**src/hw/prlk_pkg.sv**
```systemverilog
// constants for the peripheral register lock block
// assumes one bus clock and a peripheral address whose upper bits pick the group
package prlk_pkg;
	localparam int PRLK_ADDR_W = 12;
	localparam int PRLK_DATA_W = 32;
	localparam int PRLK_KEY_W = 8;
	// groups are selected by address bits [11:8]
	localparam int PRLK_GRP_LSB = 8;
	localparam int PRLK_GRP_W = 4;
	localparam int PRLK_NGRP = 16;
	localparam logic [PRLK_NGRP-1:0] PRLK_GUARD_RST = 16'h0000;
	// key values are arbitrary implementation choices
	localparam logic [PRLK_KEY_W-1:0] PRLK_KEY_FIRST = 8'ha5;
	localparam logic [PRLK_KEY_W-1:0] PRLK_KEY_SECOND = 8'hf1;

	typedef enum logic [2:0] {
		PRLK_LOCKED = 3'h1,
		PRLK_HALF = 3'h2,
		PRLK_OPEN = 3'h4
	} prlk_state_type;

	function automatic logic [PRLK_GRP_W-1:0] prlk_grp_of(input logic [PRLK_ADDR_W-1:0] addr);
		prlk_grp_of = addr[PRLK_GRP_LSB +: PRLK_GRP_W];
	endfunction

	function automatic logic prlk_is_guarded(input logic [PRLK_NGRP-1:0] guard,
		input logic [PRLK_ADDR_W-1:0] addr);
		prlk_is_guarded = guard[prlk_grp_of(addr)];
	endfunction
endpackage

```
**src/hw/prlk_top.sv**
```systemverilog
// peripheral register lock: guard bank, key tracker and write gate
// assumes peripheral accesses are one-cycle strobes; gated copies leave one cycle later
`timescale 1ns/1ps
module prlk_top import prlk_pkg::*; (
	input wire logic mclk, // bus clock
	input wire logic rstn, // async reset, active low
	input wire logic key_wr, // key register write strobe
	input wire logic [PRLK_KEY_W-1:0] key_wdata, // key write data
	input wire logic guard_wr, // guard bank write strobe
	input wire logic [PRLK_NGRP-1:0] guard_wdata, // new guard bits
	input wire logic per_wr, // peripheral write request
	input wire logic per_rd, // peripheral read request
	input wire logic [PRLK_ADDR_W-1:0] per_addr, // peripheral address
	input wire logic [PRLK_DATA_W-1:0] per_wdata, // peripheral write data
	output logic key_open_reg, // key status: 1 = guard bank unlocked
	output logic [PRLK_NGRP-1:0] peripheral_group_write_guard_reg, // guard bits, 1 = group locked
	output logic per_wr_out_reg, // gated write strobe to peripherals
	output logic per_rd_out_reg, // read strobe to peripherals
	output logic [PRLK_ADDR_W-1:0] per_addr_out_reg, // address to peripherals
	output logic [PRLK_DATA_W-1:0] per_wdata_out_reg, // write data to peripherals
	output logic per_wr_drop_reg // pulse: a write was discarded
);
	logic [PRLK_NGRP-1:0] guard_next;
	logic wr_next;
	logic rd_next;
	logic drop_next;
	logic [PRLK_ADDR_W-1:0] addr_next;
	logic [PRLK_DATA_W-1:0] wdata_next;

	prlk_key_seq u_key_seq (
		.mclk(mclk),
		.rstn(rstn),
		.key_wr(key_wr),
		.key_wdata(key_wdata),
		.open_reg(key_open_reg)
	);

	// guard bank
	always_comb begin
		guard_next = peripheral_group_write_guard_reg;
		// status is registered, so the write sees the state before this cycle's key write
		if (guard_wr && key_open_reg) begin
			guard_next = guard_wdata;
		end
	end

	always_ff @(posedge mclk or negedge rstn) begin
		if (!rstn) begin
			peripheral_group_write_guard_reg <= PRLK_GUARD_RST;
		end else begin
			peripheral_group_write_guard_reg <= guard_next;
		end
	end

	// access gate
	always_comb begin
		rd_next = per_rd;
		wr_next = per_wr && !prlk_is_guarded(peripheral_group_write_guard_reg, per_addr);
		drop_next = per_wr && prlk_is_guarded(peripheral_group_write_guard_reg, per_addr);
		addr_next = per_addr;
		// data is held when a write is dropped so nothing leaks to a locked group
		wdata_next = wr_next ? per_wdata : per_wdata_out_reg;
	end

	always_ff @(posedge mclk or negedge rstn) begin
		if (!rstn) begin
			per_wr_out_reg <= 1'b0;
			per_rd_out_reg <= 1'b0;
			per_wr_drop_reg <= 1'b0;
			per_addr_out_reg <= '0;
			per_wdata_out_reg <= '0;
		end else begin
			per_wr_out_reg <= wr_next;
			per_rd_out_reg <= rd_next;
			per_wr_drop_reg <= drop_next;
			per_addr_out_reg <= addr_next;
			per_wdata_out_reg <= wdata_next;
		end
	end

	a_guard_locked_hold: assert property (@(posedge mclk) disable iff (!rstn)
		!key_open_reg |=> $stable(peripheral_group_write_guard_reg))
		else $error("guard bits changed while locked");
	a_guard_open_load: assert property (@(posedge mclk) disable iff (!rstn)
		guard_wr && key_open_reg |=> peripheral_group_write_guard_reg == $past(guard_wdata))
		else $error("guard write while open not taken");
	a_locked_write_drop: assert property (@(posedge mclk) disable iff (!rstn)
		per_wr && prlk_is_guarded(peripheral_group_write_guard_reg, per_addr)
		|=> !per_wr_out_reg && per_wr_drop_reg)
		else $error("write to locked group passed");
	a_open_write_pass: assert property (@(posedge mclk) disable iff (!rstn)
		per_wr && !prlk_is_guarded(peripheral_group_write_guard_reg, per_addr)
		|=> per_wr_out_reg && per_addr_out_reg == $past(per_addr) && per_wdata_out_reg == $past(per_wdata))
		else $error("write to unlocked group lost");
	a_read_always_pass: assert property (@(posedge mclk) disable iff (!rstn)
		per_rd |=> per_rd_out_reg && per_addr_out_reg == $past(per_addr))
		else $error("read not passed");
	c_write_dropped: cover property (@(posedge mclk) disable iff (!rstn) per_wr_drop_reg);
	c_guard_loaded: cover property (@(posedge mclk) disable iff (!rstn) guard_wr && key_open_reg);
	c_locked_read: cover property (@(posedge mclk) disable iff (!rstn)
		per_rd && prlk_is_guarded(peripheral_group_write_guard_reg, per_addr));
endmodule

```
**src/hw/prlk_key_seq.sv**
```systemverilog
// key sequence tracker: two ordered key writes open the guard bank
// assumes key writes arrive as one-cycle strobes on the bus clock
`timescale 1ns/1ps
module prlk_key_seq import prlk_pkg::*; (
	input wire logic mclk, // bus clock
	input wire logic rstn, // async reset, active low
	input wire logic key_wr, // key register write strobe
	input wire logic [PRLK_KEY_W-1:0] key_wdata, // key write data
	output logic open_reg // guard bank writable
);
	prlk_state_type state_reg;
	prlk_state_type state_next;
	logic open_next;

	always_comb begin
		state_next = state_reg;
		if (key_wr) begin
			case (state_reg)
				PRLK_LOCKED: begin
					// wrong first key leaves the tracker at its start
					state_next = (key_wdata == PRLK_KEY_FIRST) ? PRLK_HALF : PRLK_LOCKED;
				end
				PRLK_HALF: begin
					state_next = (key_wdata == PRLK_KEY_SECOND) ? PRLK_OPEN : PRLK_LOCKED;
				end
				PRLK_OPEN: begin
					// any value relocks, even a valid first key
					state_next = PRLK_LOCKED;
				end
				default: begin
					state_next = PRLK_LOCKED;
				end
			endcase
		end
		open_next = (state_next == PRLK_OPEN);
	end

	always_ff @(posedge mclk or negedge rstn) begin
		if (!rstn) begin
			state_reg <= PRLK_LOCKED;
			open_reg <= 1'b0;
		end else begin
			state_reg <= state_next;
			open_reg <= open_next;
		end
	end

	a_relock_on_key: assert property (@(posedge mclk) disable iff (!rstn)
		(state_reg == PRLK_OPEN) && key_wr |=> !open_reg && (state_reg == PRLK_LOCKED))
		else $error("key write while open did not relock");
	a_bad_key_restart: assert property (@(posedge mclk) disable iff (!rstn)
		(state_reg == PRLK_HALF) && key_wr && (key_wdata != PRLK_KEY_SECOND) |=> state_reg == PRLK_LOCKED)
		else $error("broken key order did not restart tracker");
	a_full_seq_opens: assert property (@(posedge mclk) disable iff (!rstn)
		(state_reg == PRLK_LOCKED) && key_wr && (key_wdata == PRLK_KEY_FIRST)
		##1 key_wr && (key_wdata == PRLK_KEY_SECOND) |=> open_reg)
		else $error("ordered key sequence did not open");
	a_status_tracks_state: assert property (@(posedge mclk) disable iff (!rstn)
		open_reg == (state_reg == PRLK_OPEN))
		else $error("lock status disagrees with tracker");
	c_opened: cover property (@(posedge mclk) disable iff (!rstn) $rose(open_reg));
	c_relocked: cover property (@(posedge mclk) disable iff (!rstn) $fell(open_reg));
endmodule

```
**config.mk**
```make
export PLATFORM = sky130hd
export DESIGN_NAME = prlk_top
export DESIGN_NICKNAME = d
export VERILOG_FILES = /design/src/hw/prlk_pkg.sv /design/src/hw/prlk_top.sv /design/src/hw/prlk_key_seq.sv
export SDC_FILE = /design/constraint.sdc
export NUM_CORES = 1
export LEC_CHECK = 0
export BUFFER_PORTS_ARGS = -buffer_cell sky130_fd_sc_hd__buf_2
export CAP_MARGIN = 20
export CORE_MARGIN = 2
export CORE_UTILIZATION = 44
export CTS_BUF_LIST = sky130_fd_sc_hd__clkbuf_4 sky130_fd_sc_hd__clkbuf_8 sky130_fd_sc_hd__clkbuf_16
export DETAILED_ROUTE_END_ITERATION = 16
export PLACE_DENSITY_LB_ADDON = 0.25
export SLEW_MARGIN = 20
export SYNTH_ARGS = -nofsm -noshare
export SYNTH_HDL_FRONTEND = slang
export SYNTH_SLANG_ARGS = --single-unit
```
**constraint.sdc**
```tcl
create_clock -name mclk -period 2.2 [get_ports mclk]
set_clock_uncertainty 0.05 [all_clocks]
set_input_delay 0.22 -clock mclk [delete_from_list [all_inputs] [get_ports mclk]]
set_output_delay 0.22 -clock mclk [all_outputs]
set_load 0.005 [all_outputs]
```
-- Yosys cells after proc, flatten, opt, wreduce, memory -nomap -nowiden
Index checks and enable logic that the tools add are counted.
- ROM bits: 0
- bits in latches: 0
- register bits after elaboration: 67
- input bits: 74
- memories kept: 0
- RAM bits: 0
- word-level logic and storage cells: 24
- equality and inequality tests: 5
- $lt $le $gt $ge: 1
- add/subtract/negate cells: 0
- muxes and demuxes: 6
- div/mod/pow operators: 0
- reductions and logical operators: 4
- $mul: 0
- shift operators: 0
- bitwise operators: 0
- operators by type and width (operator ; number):
    8-bit equality test (second input constant) ; 2
    3-bit two-way mux ; 2
    3-bit one-hot mux with 2 select lines ; 1
    4-bit by 5-bit less-than comparator with 1-bit output (second input constant) ; 1
    1-bit binary-select mux with 4-bit select ; 1
    3-bit by 1-bit equality test with 1-bit output (second input constant) ; 1
    3-bit by 2-bit equality test with 1-bit output (second input constant) ; 1
    3-bit equality test (second input constant) ; 1
    1-bit logical AND ; 3
    2-bit two-way mux ; 1
    1-bit zero test ; 1
    1-bit two-way mux ; 1

-- Depth between registers and ports, before layout
Gate-level depths: netlist of the first run.
- depth in word-level cells: 5
- mapped depth: 6
- gate-level depth less buffers: 4

-- Cells and area by module
Synthesis of the first run repeated with hierarchy kept, for this count alone.
- cells, all modules: 157
- area total of the unflattened synthesis: 2597.5 um^2
- by module, submodules not included (module ; area each (um^2) ; cells each ; instances):
    prlk_top ; 2348.5 ; 133 ; 1
    prlk_key_seq ; 249.0 ; 24 ; 1

-- Worst setup path after synthesis of the first run
No wires, ideal clock.
- kind: input port to flip-flop
- from: in per_addr[9]
- to: reg per_wdata_out_reg[1]
- path buffers: 2
- stages on the path: 6
- data arrival time: 1.856 ns
- setup time: 0.125 ns
- slack: 0.169 ns
- cell sequence: buf_6 > mux2_2 > mux4_2 > o32ai_4 > buf_6 > mux2_2
- word-level cells in the longest chain between the ends: 4
- ends and longest elaborated chain (element ; line ; text):
    start: declaration ; prlk_top.sv:13 ; input wire logic [PRLK_ADDR_W-1:0] per_addr,
    1-bit binary-select mux with 4-bit select ; prlk_pkg.sv:28 ; prlk_is_guarded = guard[prlk_grp_of(addr)];
    1-bit two-way mux (not written as such) ; prlk_pkg.sv:28 ;
    1-bit zero test ; prlk_top.sv:58 ; wr_next = per_wr && !prlk_is_guarded(peripheral_group_write_guard_reg, per_addr);
    1-bit logical AND ; prlk_top.sv:58 ;
    end signal: assignment ; prlk_top.sv:77 ; per_wdata_out_reg <= wdata_next;
    end: declaration ; prlk_top.sv:20 ; output logic [PRLK_DATA_W-1:0] per_wdata_out_reg,
No other way between the ends. The select of a mux whose other input is x is not followed.
A chain may end at the register's enable or synchronous reset.

-- Worst setup path after layout of the first run
- from: reg peripheral_group_write_guard_reg[7]
- to: reg per_wdata_out_reg[23]
- word-level cells in the longest chain between the ends: 4
- ends and longest elaborated chain (element ; line ; text):
    start: declaration ; prlk_top.sv:16 ; output logic [PRLK_NGRP-1:0] peripheral_group_write_guard_reg,
    start signal: assignment ; prlk_top.sv:51 ; peripheral_group_write_guard_reg <= guard_next;
    1-bit binary-select mux with 4-bit select ; prlk_pkg.sv:28 ;
    1-bit two-way mux (not written as such) ; prlk_pkg.sv:28 ;
    1-bit zero test ; prlk_top.sv:58 ;
    1-bit logical AND ; prlk_top.sv:58 ;
No other way between the ends. The select of a mux whose other input is x is not followed.

==> results of run 1 <==
layout by cell type, fill, tap and decap left out, types with 2 or more instances in the layout:
cell	count
nand2_1	5
mux2i_1	4
buf_2	137
clkbuf_8	10
dlygate4sd3_1	11
dfrtp_1	66
o22ai_1	4
buf_12	3
clkinv_2	3
nor3b_1	2
nand2b_1	3
nor4bb_1	2
mux2_1	3
inv_1	2
mux2_2	48
metrics by stage:
stage	hold slack (ns)	power (uW)	worst slack (ns)	area [um2]	utilization
after CTS	0.0161	2830	0.0674	3680	0.659
after global routing	0.0147	2950	0.00596	3680	0.660
after global placement	0.244	1810	0.0898	3370	0.604
after detailed placement	0.256	1820	0.0361	3370	0.604
after floorplan	-0.126	1580	0.169	2570	-
final	0.0326	2800	0.103	3680	0.660
where the power goes:
group | switching, uW | internal, uW | total, uW
clock | 427 | 561 | 988
combinational | 163 | 250 | 413
sequential | 53.1 | 1350 | 1400
cell type report:
| cell class | instances | area share |
|---|---|---|
| sequential | 67 | 0.456 |
| clock inverter | 5 | 0.0143 |
| timing repair buffer | 152 | 0.235 |
| clock buffer | 11 | 0.0394 |
| multi-input combinational | 84 | 0.229 |
| inverter | 2 | 0.00204 |
| tap | 72 | 0.0245 |
routing by layer:
layer / vias up / global-route usage / share of wire
li1: 885 / - / -
met1: 894 / 0.214 / 0.42
met2: 93 / 0.291 / 0.49
met3: 10 / 0.0506 / 0.080
met4: 0 / 0.0814 / 0.017
met5: - / 0 / 0
worst max-delay path by stage:
stage                                        startpoint                     to  slack (ns)  cells after the start
floorplan                                   per_addr[9]   per_wdata_out_reg[1]        0.17                      6
global placement                            per_addr[9]  per_wdata_out_reg[31]        0.09                      6
detailed placement                          per_addr[9]  per_wdata_out_reg[20]        0.04                      6
CTS                 peripheral_group_write_guard_reg[7]  per_wdata_out_reg[20]        0.07                      5
global route        peripheral_group_write_guard_reg[7]  per_wdata_out_reg[31]       0.006                      5
finish              peripheral_group_write_guard_reg[7]  per_wdata_out_reg[23]        0.10                      5
worst max-delay path, delay by kind of cell (launching register included):
kind	cells	cell delay, ns
compound gates	1	0.19
flops	1	0.39
buf+inv	1	0.22
mux	3	1.12
logic make-up (layout without fill, tap and decap cells):
logic type,count (synthesis),count (layout)
flops,67,67
mux,57,57
simple gates,18,18
compound gates,9,9
buf+inv,7,170
what timing repair did:
| action | 4_1_cts | 5_1_grt |
|---|---|---|
| endpoints found under the setup margin | 0 | 1 |
| setup buffers | 0 | 0 |
| resized for setup | 0 | 1 |
| hold buffers | 11 | 0 |
| endpoints found under the hold margin | 38 | 0 |
==> metrics, run 1 <==
final wirelength=5600 um; reg2reg setup slack=0.10 ns; Placer Congestion=0.759; Pwr Density=roughly 760 nW/um2; RSZ-0062 raised after global routing=no; Crit Path Category=reg2reg; Hold Violations, Final=0; synth unique cells=25; Worst R2R End=per_wdata_out_reg[23]; initial drt markers=28; Slew @ Worst Pin=0.682 ns; Synth Flop Type=dfrtp_1; WL per Instance=14.2 um; total I/O pin count=about 140; hold_sp=per_addr[10]; register area=roughly 1700 um2; 1st-pass router iterations=4; Leak Pwr=around 0.0019 uW; dpl hpwl=4110 um; final worst path period need=2.10 ns; crit start category=flip-flop; Placed Instances=366; sequential element share of the synthesized area=0.652; worst reg2reg path depth=5; largest family of logic cells by synthesized area=multiplexers; Setup TNS Final=0 ns; R2R Path Start=peripheral_group_write_guard_reg[7]; compound-cell area share of the yosys netlist=0.0311; Yosys Warn Count=0; Non-Filler Instances=393; Post-synth EDFFs=0; Tot GR Track Use=0.177; Peak VDD IR=0.000393 V; Initial Utilization=0.462; Post-Synth Adder-Cell Area=0; largest net degree at the start of global routing=39; Die Y=slightly above 80 um; Slew headroom=0.545; Worst path slowest cell=mux4_2; fillers=approximately 440; critical path capture point type=flip-flop; mux share of post-synthesis cell area=0.252; PortBufs=137; CP Data Arrival Time=2.25 ns; layout cell share with drive strength beyond 1=0.654; vias in the first global route=roughly 1800; Post-DRT Antenna Nets=0; CP required=2.36 ns; Core ar.=between 5000 and 6000 um2; Commonest cells post-synth=dfrtp_1, mux2_2, nand2_1; CP max stage delay=0.51 ns; most area-consuming cells after synthesis=dfrtp_1, mux2_2, buf_6, mux2i_1, mux2_1; fmax=~480 MHz; Yosys top cell area share=0.642; max FFs per register=32; clk_lat worst skew=roughly 0.32 ns; crit path max fanout=20; Area growth, synth to finish=43.0%; Post-Synth XOR/XNOR Area=0; # DRC=0; CTS Sinks=67; DR vias/cell=about 4.8; most frequent cell on the critical path=mux2_2; most frequent cell after synthesis=dfrtp_1; n_diodes=0; status=finished, final reports clean; WHS Endpoint=per_addr_out_reg[10]; CTS buffer count=9; CTS root buf=clkbuf_8; global-route wire length before repair=approximately 8500 um; via count=1882; Post-Syn Instances=158; CTS clk-pin slew, worst paths=0.07 ns; Yosys top cell by area=dfrtp_1; simple-gate share of the synthesized area=0.0433; Clock Tree Buf Depth=2; die width=80.5 um; Hold Path Class=in2reg; area occupied by multi-input gates=~840 um2; Die ar.=~6500 um2; initial antenna violation count=0; Max Cap Viol=0; asr flop ratio synth=1.00; GRT overflow=0; CTS tree=built; Final setup viols=0; H-tree depth=3; Syn Nets=232; Final period util=0.953; final max-slew violation count=0; cell area after synthesis=between 2000 and 3000 um2; #FFs+latches synth=67; mean area per synthesized cell=16.3 um2; nets=390; Hold Path Cell Cnt=1; # rows=27; crit path cell chain=mux2_2 > mux4_2 > o32ai_4 > buf_12 > mux2_2
Note: power is estimated with default switching activity, not from simulation.
==> run 2: changes to the inputs <==
--- a/config.mk
+++ b/config.mk
@@ -7,6 +7,7 @@
 export LEC_CHECK = 0
 export BUFFER_PORTS_ARGS = -buffer_cell sky130_fd_sc_hd__buf_2
 export CAP_MARGIN = 20
+export CORE_ASPECT_RATIO = 1.1
 export CORE_MARGIN = 2
 export CORE_UTILIZATION = 44
 export CTS_BUF_LIST = sky130_fd_sc_hd__clkbuf_4 sky130_fd_sc_hd__clkbuf_8 sky130_fd_sc_hd__clkbuf_16
==> metrics, run 2 (synthesized netlist as in run 1, its figures left out) <==
commonest non-fill, non-tap cell in the layout=buf_2; CP Launch Point=peripheral_group_write_guard_reg[7]; R2R Path Start=peripheral_group_write_guard_reg[7]; clk_lat worst skew=0.32 ns (about the same); Core ar.=5700 um2 (+2.2%); WL per Instance=13.4 um (-5.7%); CP Data Arrival Time=2.25 ns (about the same); CTS tree=built; Post-DRT Antenna Nets=0 (unchanged); CP required=2.35 ns (about the same); Slew @ Worst Pin=0.652 ns (-0.0297 ns); CTS clk-pin slew, worst paths=0.07 ns (about the same); Tot GR Track Use=0.171 (-0.00559); largest net degree at the start of global routing=36 (-7.7%); Placer Congestion=0.701 (-7.7%); final worst path period need=2.10 ns (-0.000466 ns); Hold Path Class=in2reg; # rows=29 (+7.4%); Peak VDD IR=0.000478 V (+22%); fin worst setup slack=0.104 ns (+0.000466 ns); via count=1877 (-0.27%); Area growth, synth to finish=42.0%; Critical Path Sink=per_wdata_out_reg[21]; initial drt markers=97 (+250%); fillers=484 (+9.5%); Final setup viols=0 (unchanged); CTS buffer count=9 (unchanged); # DRC=0 (unchanged); fmax=477 MHz (about the same); CTS root buf=clkbuf_8; H-tree depth=3 (unchanged); Clock Tree Buf Depth=2 (unchanged); critical path capture point type=flip-flop; final max-slew violation count=0 (unchanged); total I/O pin count=138 (unchanged); crit start category=flip-flop; DR vias/cell=4.73 (-1.3%); Initial Utilization=0.452 (-0.00994); dpl hpwl=3940 um (-4.1%); n_diodes=0 (unchanged); Die Y=84.2 um (+4.6%); Slew headroom=0.564 (+0.0187); Place WS=0.0494 ns (+0.0133 ns); Pwr Density=744 nW/um2 (-2.3%); final wirelength=5330 um (-4.8%); Worst R2R End=per_wdata_out_reg[21]; RSZ-0062 raised after global routing=no; Crit Path Category=reg2reg; commonest non-fill, non-tap cells in the layout=buf_2, dfrtp_1, mux2_2; max FFs per register=32 (unchanged); PortBufs=137 (unchanged); nets=390 (unchanged); Hold Path Cell Cnt=1 (unchanged); die width=76.9 um (-4.4%); GRT overflow=0 (unchanged); hold slack=0.0243 ns (-0.00828 ns); crit path max fanout=33 (+65%); Non-Filler Instances=397 (+1.0%); global-route wire length before repair=8690 um (+2.4%); 1st-pass router iterations=4 (unchanged); initial antenna violation count=0 (unchanged); reg2reg setup slack=0.10 ns (about the same); layout cell share with drive strength beyond 1=0.653 (-0.00108); status=finished, final reports clean; Hold Violations, Final=0 (unchanged); CTS Sinks=67 (unchanged); Final period util=0.953 (about the same); Placed Instances=371 (+1.4%); Die ar.=6480 um2 (about the same); worst reg2reg path depth=5 (unchanged); Leak Pwr=0.00188 uW (-0.65%); vias in the first global route=1893 (+5.7%); Max Cap Viol=0 (unchanged); Setup TNS Final=0 ns (unchanged)
## run 2: timing repair
item,CTS,global route
resized for setup,0,0
setup buffers,0,0
hold buffers,11,0
hold endpoints to repair,24,0
## run 2: cell type report
type	count	area, um2	area share
clock buffers	13	173	0.0472
clock inverters	2	10.0	0.00274
multi-input cells	84	840	0.230
repair buffers	152	851	0.233
inverters	2	7.51	0.00205
flip-flops and latches	67	1680	0.459
well taps	77	96.3	0.0264
## run 2: per-layer routing
metal / up-vias / part of all wire / global-route usage
li1: 882 / - / -
met1: 895 / 0.42 / 0.220
met2: 88 / 0.47 / 0.273
met3: 12 / 0.080 / 0.0441
met4: 0 / 0.022 / 0.0793
met5: - / 0 / 0
## run 2: power breakdown
group | internal (uW) | total, uW | switching, uW
combinational | 243 | 401 | 158
sequential | 1350 | 1400 | 51.3
clock | 505 | 920 | 415
total | 2090 | 2720 | 625
## run 2: metrics by stage
| step | cell area [um2] | power, uW | util |
|---|---|---|---|
| floorplan | 2570 | 1580 | - |
| global placement | 3360 | 1800 | 0.590 |
| detailed placement | 3360 | 1810 | 0.590 |
| CTS | 3650 | 2760 | 0.642 |
| global route | 3650 | 2860 | 0.642 |
| finish | 3650 | 2720 | 0.642 |
## run 2: worst min path at each step
stage / endpoint / start / slack [ns]
2_1_floorplan: per_addr_out_reg[0] / rstn / -0.13
3_3_place_gp: per_wdata_out_reg[9] / rstn / 0.11
3_5_place_dp: per_wdata_out_reg[9] / rstn / 0.10
4_1_cts: per_addr_out_reg[10] / per_addr[10] / 0.009
5_1_grt: per_addr_out_reg[10] / per_addr[10] / 0.01
6_report: per_addr_out_reg[10] / per_addr[10] / 0.02
## run 2: critical path, cell delays in order, from the launching register on
cell	delay, ns
dfrtp_1	0.40
mux2_2	0.27
mux4_2	0.51
o32ai_4	0.14
buf_12	0.24
mux2_2	0.36
